==> src/shared/sbl_pkg.sv <==
// Constants for the host-side asynchronous SRAM byte-lane port.
// Assumes a 100 MHz system clock; all pin timing derives from it.
package sbl_pkg;
	localparam int ADDR_W        = 18;
	localparam int DATA_W        = 16;
	localparam int LANE_W        = 8;
	localparam int LANES         = 2;
	localparam int TIMER_W       = 4;

	// Clock period and device timing figures in ns, sample margin in cycles
	localparam int CLK_PERIOD_NS = 10;
	localparam int T_AA_NS       = 10;
	localparam int T_PWE_NS      = 7;
	localparam int T_SD_NS       = 5;
	localparam int T_HZWE_NS     = 5;
	localparam int T_HZOE_NS     = 5;
	localparam int SAMPLE_MARGIN = 1;

	// Least times rounded up to whole cycles
	localparam int RD_ACCESS_CYC =
		(T_AA_NS + CLK_PERIOD_NS - 1) / CLK_PERIOD_NS + SAMPLE_MARGIN;
	localparam int PWE_CYC =
		(T_PWE_NS + CLK_PERIOD_NS - 1) / CLK_PERIOD_NS;
	localparam int SD_HZ_CYC =
		(T_SD_NS + T_HZWE_NS + CLK_PERIOD_NS - 1) / CLK_PERIOD_NS;
	localparam int WR_PULSE_CYC =
		(PWE_CYC > SD_HZ_CYC) ? PWE_CYC : SD_HZ_CYC;
	localparam int RD_FLOAT_CYC =
		(T_HZOE_NS + CLK_PERIOD_NS - 1) / CLK_PERIOD_NS;

	localparam logic [LANES-1:0]  LANES_OFF = 2'h3;
	localparam logic [DATA_W-1:0] DATA_ZERO = 16'h0000;
	localparam logic [ADDR_W-1:0] ADDR_ZERO = 18'h00000;

	typedef enum logic [2:0] {
		ST_IDLE     = 3'b000,
		ST_RD_ACC   = 3'b001,
		ST_RD_FLOAT = 3'b010,
		ST_WR_SETUP = 3'b011,
		ST_WR_PULSE = 3'b100,
		ST_WR_HOLD  = 3'b101
	} sbl_state_e;
endpackage : sbl_pkg
==> src/hdl/sbl_sram_host.sv <==
// Host controller driving an asynchronous 16-bit SRAM with byte lanes.
// Assumes pin inputs synchronous to SYS_CLK and an external tristate
// resolving SRAM_DQ from SRAM_DQ_O and SRAM_DQ_OE.
`timescale 1ns/100ps
`default_nettype none
module sbl_sram_host
	import sbl_pkg::*;
#(
	parameter int AW = ADDR_W,
	parameter int DW = DATA_W
) (
	// Clock and reset
	input  wire logic          SYS_CLK,
	input  wire logic          RST,
	// Request from the user side
	input  wire logic          REQ_VALID,
	output logic               REQ_READY,
	input  wire logic          REQ_WRITE,
	input  wire logic [AW-1:0] REQ_ADDR,
	input  wire logic [DW-1:0] REQ_WDATA,
	input  wire logic [1:0]    REQ_BYTE_EN,
	// Answer to the user side
	output logic               RSP_VALID,
	output logic [DW-1:0]      RSP_RDATA,
	// Memory control pins
	output logic [AW-1:0]      SRAM_ADDR,
	output logic               SRAM_CS_N,
	output logic               SRAM_OE_N,
	output logic               SRAM_WE_N,
	output logic               SRAM_LOW_BYTE_LANE_SEL_N,
	output logic               SRAM_HIGH_BYTE_LANE_SEL_N,
	// Memory data pins, one enable per byte lane
	input  wire logic [DW-1:0] SRAM_DQ_I,
	output logic [DW-1:0]      SRAM_DQ_O,
	output logic [1:0]         SRAM_DQ_OE
);
	localparam int LW = DW / LANES;

	generate
		if (AW != ADDR_W || DW != DATA_W || LW != LANE_W) begin : g_bad
			$error("sbl_sram_host: bus widths do not match the memory");
		end
		if (RD_ACCESS_CYC >= (1 << TIMER_W)
			|| WR_PULSE_CYC >= (1 << TIMER_W)
			|| RD_FLOAT_CYC >= (1 << TIMER_W)) begin : g_bad_timer
			$error("sbl_sram_host: timer too narrow for wait counts");
		end
	endgenerate

	// Lane enables are active high on the user side, low at the pins
	function automatic logic [LANES-1:0] lanes_n(
		input logic [LANES-1:0] byte_en
	);
		lanes_n = ~byte_en;
	endfunction

	// Keep only the selected lanes of a word
	function automatic logic [DW-1:0] lane_mask(
		input logic [LANES-1:0] lane_n,
		input logic [DW-1:0]    word
	);
		logic [DW-1:0] m;
		m = word;
		if (lane_n[0]) begin
			m[LW-1:0] = '0;
		end
		if (lane_n[1]) begin
			m[DW-1:LW] = '0;
		end
		lane_mask = m;
	endfunction

	sbl_state_e          state_q;
	sbl_state_e          state_d;
	logic                timer_load;
	logic [TIMER_W-1:0]  timer_cycles;
	logic                timer_done;
	logic [AW-1:0]       addr_q;
	logic [DW-1:0]       wdata_q;
	logic [LANES-1:0]    lane_n_q;
	logic [LANES-1:0]    lane_n_d;
	logic                cs_n_q;
	logic                oe_n_q;
	logic                we_n_q;
	logic [LANES-1:0]    dq_oe_q;
	logic [DW-1:0]       rdata_q;
	logic                rsp_q;
	logic                take;
	logic                no_lane;

	assign REQ_READY = (state_q == ST_IDLE);
	assign take      = REQ_VALID && REQ_READY;
	// A request with no lane selected never opens a bus cycle
	assign no_lane   = (REQ_BYTE_EN == '0);
	assign lane_n_d  = lanes_n(REQ_BYTE_EN);

	sbl_wait_timer #(
		.W           (TIMER_W)
	) u_timer (
		.clk         (SYS_CLK),
		.rst         (RST),
		.load        (timer_load),
		.load_cycles (timer_cycles),
		.done        (timer_done)
	);

	// Sequencer next state and timer loads
	always_comb begin
		state_d      = state_q;
		timer_load   = 1'b0;
		timer_cycles = TIMER_W'(1);
		case (state_q)
			ST_IDLE: begin
				if (take && !no_lane) begin
					if (REQ_WRITE) begin
						state_d = ST_WR_SETUP;
					end else begin
						state_d      = ST_RD_ACC;
						timer_load   = 1'b1;
						timer_cycles = TIMER_W'(RD_ACCESS_CYC);
					end
				end
			end
			ST_RD_ACC: begin
				if (timer_done) begin
					state_d      = ST_RD_FLOAT;
					timer_load   = 1'b1;
					timer_cycles = TIMER_W'(RD_FLOAT_CYC);
				end
			end
			ST_RD_FLOAT: begin
				// Let the device release the bus before any write
				if (timer_done) begin
					state_d = ST_IDLE;
				end
			end
			ST_WR_SETUP: begin
				state_d      = ST_WR_PULSE;
				timer_load   = 1'b1;
				timer_cycles = TIMER_W'(WR_PULSE_CYC);
			end
			ST_WR_PULSE: begin
				if (timer_done) begin
					state_d = ST_WR_HOLD;
				end
			end
			ST_WR_HOLD: begin
				state_d = ST_IDLE;
			end
			default: begin
				state_d = ST_IDLE;
			end
		endcase
	end

	always_ff @(posedge SYS_CLK) begin
		if (RST) begin
			state_q <= ST_IDLE;
		end else begin
			state_q <= state_d;
		end
	end

	// Request capture; address and lanes stay put for the whole access
	always_ff @(posedge SYS_CLK) begin
		if (RST) begin
			addr_q   <= ADDR_ZERO;
			wdata_q  <= DATA_ZERO;
			lane_n_q <= LANES_OFF;
		end else if (take) begin
			addr_q   <= REQ_ADDR;
			wdata_q  <= REQ_WDATA;
			lane_n_q <= lane_n_d;
		end
	end

	// Chip select low exactly over the bus phases
	always_ff @(posedge SYS_CLK) begin
		if (RST) begin
			cs_n_q <= 1'b1;
		end else begin
			cs_n_q <= !(state_d == ST_RD_ACC || state_d == ST_WR_SETUP
				|| state_d == ST_WR_PULSE || state_d == ST_WR_HOLD);
		end
	end

	// Output drive only in read access, kept off during writes
	always_ff @(posedge SYS_CLK) begin
		if (RST) begin
			oe_n_q <= 1'b1;
		end else begin
			oe_n_q <= (state_d != ST_RD_ACC);
		end
	end

	// Write strobe low only in the pulse phase, never in a read
	always_ff @(posedge SYS_CLK) begin
		if (RST) begin
			we_n_q <= 1'b1;
		end else begin
			we_n_q <= (state_d != ST_WR_PULSE);
		end
	end

	// Data driven through the pulse and one cycle past strobe rise
	always_ff @(posedge SYS_CLK) begin
		if (RST) begin
			dq_oe_q <= '0;
		end else if (state_d == ST_WR_PULSE || state_d == ST_WR_HOLD) begin
			dq_oe_q <= ~lane_n_q;
		end else begin
			dq_oe_q <= '0;
		end
	end

	// Read capture of the selected lanes only
	always_ff @(posedge SYS_CLK) begin
		if (RST) begin
			rdata_q <= DATA_ZERO;
		end else if (state_q == ST_RD_ACC && timer_done) begin
			rdata_q <= lane_mask(lane_n_q, SRAM_DQ_I);
		end
	end

	// One-cycle answer per request
	always_ff @(posedge SYS_CLK) begin
		if (RST) begin
			rsp_q <= 1'b0;
		end else begin
			rsp_q <= (state_q == ST_RD_ACC && timer_done)
				|| (state_q == ST_WR_HOLD)
				|| (take && no_lane);
		end
	end

	assign RSP_VALID                 = rsp_q;
	assign RSP_RDATA                 = rdata_q;
	assign SRAM_ADDR                 = addr_q;
	assign SRAM_CS_N                 = cs_n_q;
	assign SRAM_OE_N                 = oe_n_q;
	assign SRAM_WE_N                 = we_n_q;
	// Lanes follow select so they never outlast the access
	assign SRAM_LOW_BYTE_LANE_SEL_N  = lane_n_q[0] | cs_n_q;
	assign SRAM_HIGH_BYTE_LANE_SEL_N = lane_n_q[1] | cs_n_q;
	assign SRAM_DQ_O                 = wdata_q;
	assign SRAM_DQ_OE                = dq_oe_q;
endmodule : sbl_sram_host
`default_nettype wire

==> src/hdl/sbl_wait_timer.sv <==
// Down-counting wait timer for the SRAM port sequencer.
// Assumes the loader keeps load high for one cycle per phase.
`timescale 1ns/100ps
`default_nettype none
module sbl_wait_timer #(
	parameter int W = 4
) (
	// Clock and reset
	input  wire logic         clk,
	input  wire logic         rst,
	// Control
	input  wire logic         load,
	input  wire logic [W-1:0] load_cycles,
	// Status
	output logic              done
);
	logic [W-1:0] cnt_q;

	generate
		if (W < 1) begin : g_bad_width
			$error("sbl_wait_timer: width must be at least one");
		end
	endgenerate

	// Phase lasts load_cycles cycles, done in its last one
	always_ff @(posedge clk) begin
		if (rst) begin
			cnt_q <= '0;
		end else if (load) begin
			cnt_q <= load_cycles - W'(1);
		end else if (cnt_q != '0) begin
			cnt_q <= cnt_q - W'(1);
		end
	end

	assign done = (cnt_q == '0);
endmodule : sbl_wait_timer
`default_nettype wire

==> config.mk <==
export PLATFORM = sky130hd
export DESIGN_NAME = sbl_sram_host
export DESIGN_NICKNAME = d
export VERILOG_FILES = /design/src/shared/sbl_pkg.sv /design/src/hdl/sbl_sram_host.sv /design/src/hdl/sbl_wait_timer.sv
export SDC_FILE = /design/constraint.sdc
export NUM_CORES = 1
export LEC_CHECK = 0
export ABC_AREA = 0
export ABC_CLOCK_PERIOD_IN_PS = 1800
export BUFFER_PORTS_ARGS = -buffer_cell sky130_fd_sc_hd__buf_2
export CORE_MARGIN = 5
export CORE_UTILIZATION = 42
export CTS_CLUSTER_DIAMETER = 120
export DETAILED_ROUTE_END_ITERATION = 16
export PLACE_DENSITY = 0.79
export SETUP_SLACK_MARGIN = 0.3
export SLEW_MARGIN = 20
export SYNTH_ARGS = -nofsm -noshare
export SYNTH_HDL_FRONTEND = slang
export SYNTH_SLANG_ARGS = --single-unit
==> constraint.sdc <==
create_clock -name SYS_CLK -period 1.8 [get_ports SYS_CLK]
set_input_delay 0.36 -clock SYS_CLK [delete_from_list [all_inputs] [get_ports SYS_CLK]]
set_output_delay 0.36 -clock SYS_CLK [all_outputs]
set_load 0.1 [all_outputs]
==> run_results.csv, run 1 <==
group,metric,value,unit
run_status,violations,"negative setup slack",
final_layout,drive_gt1_share,57.8,%
drt,drt-vias-per-instance,4.87,
placed_design,place_area,3280,µm²
clock_tree,cts_buffer_depth,2,
global_routing,grt_pass1_wl,10200,µm
timing,setup_viol,4,
die,die-area,7620,µm²
timing,grt_setup_unrepaired,"true",
drt,drt_iter0_drc,102,
final_layout,antenna_cells,0,
drt,drc,0,
die,core_area,5850,µm²
worst_setup_path,crit_arrival,2.04,ns
worst_setup_path,cp_max_fo,4,
die,rows,28,
drt,routedWlPerCell,15.1,µm
logic_synthesis,seq_area_frac_synth,51.9,%
run_status,status,"complete, but fails checks",
logic_synthesis,synth_warnings,0,
power,p_per_area,1500,nW/µm²
clock_tree,clock-sinks,65,
flow_run,maxCapViolations,0,
timing,tns,-0.0716,ns
logic_synthesis,synth_nets,354,
logic_synthesis,postSynth.asyncResetShare,0,%
worst_setup_path,crit_type,"reg -> reg",
die,dieHeight,87.3,µm
die,pin_count,115,
timing,hold_viol,0,
timing,finClkSkew,0.00963,ns
logic_synthesis,synth_seq_cells,65,
global_routing,grt_pass1_vias,2352,
placed_design,hpwl,4460,µm
clock_tree,clock_latency,0.33,ns
worst_setup_path,cp-start-kind,"flip-flop",
logic_synthesis,synth-edff-count,0,
drt,via_count,2477,
timing,post-route-min-period,1.83,ns
final_layout,final_area,4250,µm²
worst_setup_path,crit_required,2.01,ns
timing,fmax,0.547,GHz
global_routing,globalRouteTotalUtil,16.8,%
logic_synthesis,ys.flop_type,"dfxtp_1",
logic_synthesis,syn_inst,296,
clock_tree,h-tree-depth,3,
final_layout,fillerInstances,400,
power,p_leak,1.89,nW
final_layout,area_growth,69.4,%
logic_synthesis,syn_avg_cell_area,8.47,µm²
clock_tree,cts_tree,"yes",
die,initial_core_util,42.9,%
clock_tree,root_buffer,"clkbuf_8",
hold_path,min_path_type,"in -> reg",
timing,slew_violations,0,
timing,slew_headroom,63.4,%
placed_design,portBuffers,114,
global_routing,globalRoute.totalOverflow,0,
drt,routed_wirelength,7690,µm
clock_tree,numCtsBuffers,9,
die,fp.dieW,87.3,µm
power,vdd_drop_max,0.782,mV
timing,layout_setup_ws,-0.0294,ns
worst_setup_path,cp-end-kind,"flip-flop",
drt,ant_nets,0,
global_routing,grt_max_degree,42,
clock_tree,path_clk_slew,0.07,ns
timing,fin_crit_sh,102,%
global_routing,antenna_found_initial,0,
logic_synthesis,yosysUniqueCellTypes,34,
placed_design,gp_congestion,0.833,
final_layout,fin_nets,488,
timing,worst_slew_pin_slew,0.548,ns
drt,firstDrtPassIters,4,
logic_synthesis,syn-cell-area,2510,µm²
## per-layer routing
| layer | up-vias | global-route usage [%] | wire (µm) |
|---|---|---|---|
| li1 | 1261 | - | - |
| met1 | 1118 | 19.6 | 3180 |
| met2 | 88 | 28.4 | 3720 |
| met3 | 10 | 4.45 | 663 |
| met4 | 0 | 7.95 | 120 |
| met5 | - | 0 | 0 |
## path summary, 6_finish.rpt
path,startpoint,endpoint,slack [ns],cells after the start
worst min register to register,RSP_RDATA[14]$_SDFFE_PP0P_,RSP_RDATA[14]$_SDFFE_PP0P_,0.45,2
worst max register to register,state_q[0]$_SDFF_PP0_,SRAM_OE_N$_SDFF_PP1_,-0.03,5
worst min-delay path,REQ_ADDR[4],SRAM_ADDR[4]$_SDFFE_PP0P_,0.26,3
worst max-delay path,state_q[0]$_SDFF_PP0_,SRAM_OE_N$_SDFF_PP1_,-0.03,5
## sequential cells by signal (all words and copies together) (netlist names), 2 cells and up
register / count
SRAM_DQ_O: 16
lane_n_q: 2
SRAM_ADDR: 18
state_q: 3
u_timer.cnt_q: 4
RSP_RDATA: 16
SRAM_DQ_OE: 2
## metrics by stage
| stage | power, W | hold slack [ns] | utilization [%] | std cells | setup slack, ns |
|---|---|---|---|---|---|
| floorplan | 0.00386 | 0.489 | - | 296 | -0.128 |
| global placement | 0.00424 | 0.438 | 56.0 | 480 | -0.0560 |
| detailed placement | 0.00428 | 0.444 | 56.0 | 480 | -0.0717 |
| CTS | 0.00564 | 0.243 | 60.9 | 498 | -0.0219 |
| global route | 0.00666 | 0.264 | 72.6 | 509 | -0.113 |
| finish | 0.00638 | 0.263 | 72.6 | 509 | -0.0294 |
## cell families after synthesis
logic type      Yosys count  synth area share (%)
mux                       4                  1.65
buf+inv                  27                  4.74
compound gates           65                  14.7
xor+xnor                  3                  1.05
simple gates            130                  25.0
fa+ha+maj                 2                 0.998
flops                    65                  51.9
## what timing repair did
item                       4_1_cts  5_1_grt
hold buffers                     0        0
setup endpoints to repair       60       69
pin swaps                        3       43
gates cloned                     0        7
setup buffers                    3        4
resized for setup               19      143
## synth_stat cells, types with 2 or more instances
cell type,n,area (µm²)
a21oi_1,52,260
mux2i_1,3,30.0
inv_1,4,15.0
nor3_1,4,20.0
a211o_1,3,26.3
nand2_1,87,327
o41ai_1,2,17.5
clkbuf_1,15,56.3
ha_1,2,25.0
buf_2,4,20.0
nor2b_1,3,18.8
o21ai_0,3,15.0
dfxtp_1,65,1300
xnor2_1,3,26.3
nor2_1,10,37.5
or2_2,2,12.5
nand3b_1,17,128
## critical path, stage by stage, from the launching register on
cell and delay [ns]:
dfxtp_4 0.34, or4b_4 0.54, buf_6 0.16, a2bb2oi_2 0.17, a2111oi_4 0.41, nand2_1 0.09
## power by group
part	switching [W]	total (W)	internal, W
Sequential	0.000166	0.00181	0.00165
Combinational	0.00216	0.00337	0.00121
Clock	0.000532	0.00120	0.000669
Total	0.00286	0.00638	0.00352
## layout make-up
class                           count  area, µm²  share of cell area, %
Inverter                            5       18.8                  0.442
Sequential cell                    65       1310                   30.8
Tap cell                           75       93.8                   2.21
Clock inverter                      3       42.5                   1.00
Multi-Input combinational cell    204       1540                   36.3
Clock buffer                       12        145                   3.42
Timing Repair Buffer              145       1100                   25.8
## cell usage in the layout, fill, tap and decap left out, types with 5 or more instances in the layout
cell type and count:
nor2_1 9, dfxtp_1 61, buf_12 8, clkbuf_4 29
buf_4 14, clkbuf_16 5, buf_2 82, nand3b_1 17
buf_6 7, clkbuf_8 10, a21oi_1 19, nand2_1 54
a21oi_2 33, nand2_4 30
Note: power is estimated with default switching activity, not from simulation.
==> inputs of run 2 (changes only) <==
--- a/config.mk
+++ b/config.mk
@@ -6,13 +6,13 @@
 export NUM_CORES = 1
 export LEC_CHECK = 0
 export ABC_AREA = 0
-export ABC_CLOCK_PERIOD_IN_PS = 1800
+export ABC_CLOCK_PERIOD_IN_PS = 1700
 export BUFFER_PORTS_ARGS = -buffer_cell sky130_fd_sc_hd__buf_2
 export CORE_MARGIN = 5
-export CORE_UTILIZATION = 42
+export CORE_UTILIZATION = 46
 export CTS_CLUSTER_DIAMETER = 120
 export DETAILED_ROUTE_END_ITERATION = 16
-export PLACE_DENSITY = 0.79
+export PLACE_DENSITY = 0.87
 export SETUP_SLACK_MARGIN = 0.3
 export SLEW_MARGIN = 20
 export SYNTH_ARGS = -nofsm -noshare
==> constraint.sdc (replaced) <==
create_clock -name SYS_CLK -period 1.7 [get_ports SYS_CLK]
set_input_delay 0.34 -clock SYS_CLK [delete_from_list [all_inputs] [get_ports SYS_CLK]]
set_output_delay 0.34 -clock SYS_CLK [all_outputs]
set_load 0.1 [all_outputs]
==> run 2 against run 1 <==
The run still ends with negative setup slack left. Power increased by 12%. Cell area increased by 3.7%. Non-clock buffer count increased by 2. Highest routed layer unchanged. Sequential cell count unchanged. Critical path depth increased by 2. First-iteration DRC count increased by 35%. Clock skew decreased by 0.0055 ns. Register-to-register slack got worse by 0.16 ns.
==> run_results.csv, run 2 (synthesis results as in run 1) <==
group,metric,value,unit
run_status,status,"complete, but fails checks",
placed_design,portBuffers,114,
placed_design,hpwl,4780,µm
power,p_leak,1.92,nW
final_layout,drive_gt1_share,57.0,%
timing,grt_setup_unrepaired,"true",
flow_run,maxCapViolations,0,
timing,fin_crit_sh,111,%
clock_tree,cts_hold_buffers,0,
global_routing,antenna_found_initial,0,
die,core_area,5200,µm²
die,rows,26,
clock_tree,path_clk_slew,0.08,ns
global_routing,globalRoute.totalOverflow,0,
final_layout,largest_reg_flops,18,
timing,worst_slew_pin_slew,0.598,ns
worst_setup_path,crit_start,"state_q[1]$_SDFF_PP0_",
drt,routed_wirelength,8980,µm
worst_setup_path,worstPathCellList,"or4b_4 > nor3_4 > buf_4 > ha_4 > inv_1 > a211o_1 > o41ai_1",
timing,fmax,0.529,GHz
clock_tree,cts_buffer_depth,2,
hold_path,hp-start,"REQ_WDATA[4]",
die,initial_core_util,48.2,%
timing,finClkSkew,0.00413,ns
global_routing,globalRouteTotalUtil,19.7,%
clock_tree,clock_latency,0.34,ns
final_layout,final_cell_mix,"dfxtp_1, nand2_1, buf_2",
clock_tree,clock-sinks,65,
die,dieHeight,83.8,µm
global_routing,grt_max_degree,35,
drt,via_count,2660,
drt,drt_iter0_drc,138,
timing,hold_ws,0.229,ns
run_status,violations,"negative setup slack",
final_layout,antenna_cells,0,
placed_design,gp_congestion,0.818,
drt,drc,0,
clock_tree,cts_tree,"yes",
timing,post-route-min-period,1.89,ns
die,pin_count,115,
worst_setup_path,cp_max_fo,3,
final_layout,fin_cells,507,
worst_setup_path,r2r_start,"state_q[1]$_SDFF_PP0_",
worst_setup_path,crit_type,"reg -> reg",
global_routing,grt_pass1_wl,11300,µm
timing,slew_headroom,60.1,%
power,vdd_drop_max,1.18,mV
power,p_per_area,1610,nW/µm²
clock_tree,root_buffer,"clkbuf_8",
drt,firstDrtPassIters,4,
placed_design,dpl.cell_count,474,
power,finalPower,0.00711,W
die,die-area,7030,µm²
worst_setup_path,path_buf_inv,2,
timing,layout_setup_ws,-0.191,ns
worst_setup_path,crit_required,1.92,ns
worst_setup_path,slowest_stage,"or4b_4",
drt,ant_nets,0,
worst_setup_path,reg2reg_slack,-0.19,ns
die,fp.dieW,83.8,µm
worst_setup_path,crit_arrival,2.11,ns
clock_tree,h-tree-depth,3,
worst_setup_path,cp-start-kind,"flip-flop",
timing,hold_viol,0,
global_routing,grt_pass1_vias,2438,
worst_setup_path,path_delay_family,"simple AND/OR/NAND/NOR gates",
timing,slew_violations,0,
clock_tree,numCtsBuffers,9,
drt,drt-vias-per-instance,5.25,
final_layout,area_growth,75.7,%
drt,routedWlPerCell,17.7,µm
worst_setup_path,cpPeakStageDelay,0.59,ns
hold_path,min_path_type,"in -> reg",
worst_setup_path,cp-end-kind,"flip-flop",
timing,setup_viol,7,
final_layout,final_common_cell,"dfxtp_1",
final_layout,fin_nets,490,
run 2: per-layer routing:
layer	up-vias	global-route usage, %	share of wire (%)
met5	-	0	0
met4	0	7.89	2.2
met3	24	7.21	7.6
met2	122	33.0	53
met1	1256	22.6	37
li1	1258	-	-
run 2: path summary, 6_finish.rpt:
path,endpoint,cells past startpoint
worst max-delay path,u_timer.cnt_q[3]$_SDFFE_PP0P_,7
worst min-delay path,SRAM_DQ_O[4]$_SDFFE_PP0P_,3
worst min register to register,RSP_RDATA[1]$_SDFFE_PP0P_,2
worst max register to register,u_timer.cnt_q[3]$_SDFFE_PP0P_,7
run 2: repair_timing:
action / in CTS / in global routing
pin swaps: 4 / 50
setup endpoints to repair: 118 / 67
gates cloned: 0 / 8
gates resized for setup: 66 / 131
setup buffers: 3 / 6
run 2: metrics by stage:
stage               instance area [µm²]  TNS (ns)  util, %  setup WS, ns
floorplan                          2600     -7.37        -        -0.228
global placement                   3290    -0.534     63.3        -0.141
detailed placement                 3290    -0.634     63.3        -0.161
CTS                                3700    -0.405     71.1        -0.118
global route                       4410     -1.23     84.6        -0.256
finish                             4410    -0.714     84.6        -0.191
run 2: cell type report:
type                    instances  area (µm²)
inverters                       5        18.8
well taps                      70        87.6
repair buffers                147        1290
flip-flops and latches         65        1320
clock buffers                  10         128
multi-input cells             204        1480
fillers                       294         800
clock inverters                 6        82.6
run 2: worst reg2reg max path: cells and delay by family (launching register included):
family	cells	cell delay (ns)
AOI/OAI and AO/OA	2	0.35
adders and majority gates	1	0.11
buffers and inverters	2	0.18
DFF	1	0.33
and+or+nand+nor	2	0.79
run 2: power breakdown:
group | leakage (nW) | switching [W] | internal [W] | total (W)
Combinational | 1.28 | 0.00235 | 0.00140 | 0.00374
Sequential | 0.533 | 0.000195 | 0.00175 | 0.00194
Clock | 0.106 | 0.000608 | 0.000819 | 0.00143
==> inputs of run 3 (changes only) <==
--- a/config.mk
+++ b/config.mk
@@ -6,7 +6,7 @@
 export NUM_CORES = 1
 export LEC_CHECK = 0
 export ABC_AREA = 0
-export ABC_CLOCK_PERIOD_IN_PS = 1700
+export ABC_CLOCK_PERIOD_IN_PS = 1990
 export BUFFER_PORTS_ARGS = -buffer_cell sky130_fd_sc_hd__buf_2
 export CORE_MARGIN = 5
 export CORE_UTILIZATION = 46
==> constraint.sdc (replaced) <==
create_clock -name SYS_CLK -period 1.99 [get_ports SYS_CLK]
set_input_delay 0.398 -clock SYS_CLK [delete_from_list [all_inputs] [get_ports SYS_CLK]]
set_output_delay 0.398 -clock SYS_CLK [all_outputs]
set_load 0.1 [all_outputs]
==> run 3 against run 2 <==
The flow now finishes without violations. Critical path type unchanged. Utilization shrank 18 points. Cell area fell by 21%. Highest routed layer unchanged. Count of clock-buffer cells in the layout is 2 higher. Sequential share of layout area is 7.7 points higher. Clock skew increased by 0.0026 ns.
==> run_results.csv, run 3 (synthesis results as in run 1) <==
group,metric,value,unit
run_status,status,"complete, no violations",
drt,routed_wirelength,6780,µm
final_layout,fin_nets,476,
worst_setup_path,crit_required,2.21,ns
timing,fin_crit_sh,92.8,%
global_routing,grt_max_degree,40,
die,fp.dieW,83.8,µm
drt,routedWlPerCell,13.8,µm
clock_tree,numCtsBuffers,9,
placed_design,gp_congestion,0.867,
clock_tree,cts_tree,"yes",
worst_setup_path,crit_arrival,2.06,ns
power,power_frac_seq,32.7,%
drt,drc,0,
clock_tree,h-tree-depth,3,
timing,hold_viol,0,
drt,firstDrtPassIters,4,
worst_setup_path,cp-end-kind,"flip-flop",
clock_tree,path_clk_slew,0.07,ns
die,die-area,7030,µm²
timing,grt_setup_unrepaired,"true",
power,p_leak,1.58,nW
power,power_frac_comb,46.9,%
worst_setup_path,reg2reg_slack,0.14,ns
die,initial_core_util,48.2,%
placed_design,dpl.cell_count,469,
placed_design,hpwl,4560,µm
drt,drt-vias-per-instance,5.05,
final_layout,area_growth,39.3,%
worst_setup_path,cp_max_fo,2,
worst_setup_path,cp-start-kind,"flip-flop",
worst_setup_path,crit_type,"reg -> reg",
final_layout,final_cell_mix,"buf_2, nand2_1, dfxtp_1",
clock_tree,root_buffer,"clkbuf_8",
final_layout,final_area,3490,µm²
timing,setup_viol,0,
timing,post-route-min-period,1.85,ns
final_layout,regArea,1310,µm²
timing,tns,0,ns
timing,fmax,0.541,GHz
global_routing,globalRoute.totalOverflow,0,
timing,hold_ws,0.302,ns
final_layout,fillerInstances,446,
timing,slew_violations,0,
placed_design,place_area,3180,µm²
hold_path,min_path_type,"in -> reg",
hold_path,hp-start,"REQ_WDATA[15]",
power,internal_power,0.00269,W
die,core_area,5200,µm²
power,vdd_drop_max,0.677,mV
clock_tree,clock-sinks,65,
drt,via_count,2483,
worst_setup_path,r2r_start,"state_q[1]$_SDFF_PP0_",
hold_path,hold_end,"SRAM_DQ_O[15]$_SDFFE_PP0P_",
die,dieHeight,83.8,µm
hold_path,worstHoldPathCells,3,
final_layout,final_common_cell,"buf_2",
timing,worst_slew_pin_slew,0.526,ns
global_routing,globalRouteTotalUtil,18.9,%
die,pin_count,115,
global_routing,grt_pass1_vias,2404,
drt,ant_nets,0,
power,p_per_area,1410,nW/µm²
flow_run,maxCapViolations,0,
clock_tree,clock_latency,0.33,ns
final_layout,antenna_cells,0,
final_layout,multi_input_area,1140,µm²
final_layout,largest_reg_flops,18,
worst_setup_path,reg2regPathDepth,6,
final_layout,fin_cells,492,
power,clkPwrFrac,20.4,%
drt,drt_iter0_drc,126,
clock_tree,cts_hold_buffers,0,
power,switching_share,45.6,%
clock_tree,cts_buffer_depth,2,
power,power.net_switching,0.00225,W
global_routing,antenna_found_initial,0,
global_routing,grt_pass1_wl,11000,µm
worst_setup_path,rr_endpoint,"u_timer.cnt_q[1]$_SDFFE_PP0P_",
timing,finClkSkew,0.00672,ns
placed_design,portBuffers,114,
timing,slew_headroom,65.0,%
die,rows,26,
final_layout,drive_gt1_share,41.0,%
-- run 3: cell types whose count changed in the layout (fill, tap and decap cells not counted), moves of 22 or more --
cell     change
buf_2       +56
nand2_1     +30
buf_6       -22
a21oi_2     -23
a21oi_1     +23
buf_4       -31
nand2_4     -24
-- run 3: worst max path at each step --
stage                                      from                             to  cells past startpoint
final                     state_q[1]$_SDFF_PP0_  u_timer.cnt_q[1]$_SDFFE_PP0P_                      6
after detailed placement              REQ_VALID  u_timer.cnt_q[1]$_SDFFE_PP0P_                      7
after global placement                REQ_VALID  u_timer.cnt_q[1]$_SDFFE_PP0P_                      7
after global routing      state_q[1]$_SDFF_PP0_  u_timer.cnt_q[2]$_SDFFE_PP0P_                      7
after CTS                 state_q[1]$_SDFF_PP0_  u_timer.cnt_q[1]$_SDFFE_PP0P_                      6
after floorplan           state_q[1]$_SDFF_PP0_           RSP_VALID$_SDFF_PP0_                      7
-- run 3: layout make-up --
| class | instances | share of cell area [%] |
|---|---|---|
| clock inverter | 3 | 0.430 |
| inverter | 5 | 0.537 |
| multi-input combinational | 204 | 32.7 |
| tap | 70 | 2.51 |
| sequential | 65 | 37.6 |
| timing repair buffer | 133 | 21.5 |
| clock buffer | 12 | 4.73 |
-- run 3: timing repair --
action                                  4_1_cts  5_1_grt
cloned                                        0        1
pin swaps                                     4       10
gates resized for setup                      11       12
endpoints found under the setup margin       22       28
hold endpoints to repair                      0        0
setup buffers                                 5        2
-- run 3: worst max-delay path: stages (launching register included) --
cell	delay (ns)
dfxtp_2	0.33
or4b_4	0.55
nor3_4	0.21
inv_2	0.08
ha_4	0.27
nor2_1	0.03
mux2_4	0.27
-- run 3: stage by stage --
step	util [%]	total power (W)	setup WS, ns
2_1_floorplan	-	0.00347	0.0618
3_3_place_gp	61.1	0.00373	0.0688
3_5_place_dp	61.1	0.00378	0.0234
4_1_cts	66.0	0.00486	0.162
5_1_grt	67.1	0.00518	0.0905
6_report	67.1	0.00494	0.143
-- run 3: power by group through the flow --
stage	sequential [W]	combinational, W	clock [W]
final	0.00162	0.00232	0.00100
after floorplan	0.00253	0.000948	0
after CTS	0.00161	0.00223	0.00103
after detailed placement	0.00164	0.00214	0
after global routing	0.00163	0.00246	0.00109
after global placement	0.00163	0.00210	0
-- run 3: layer usage --
metal  up-vias  GRT usage (%)  wire length, µm
li1       1230              -                -
met1      1126           23.2             2740
met2       116           30.0             3290
met3        11           6.02              630
met4         0           9.21              124
met5         -              0                0
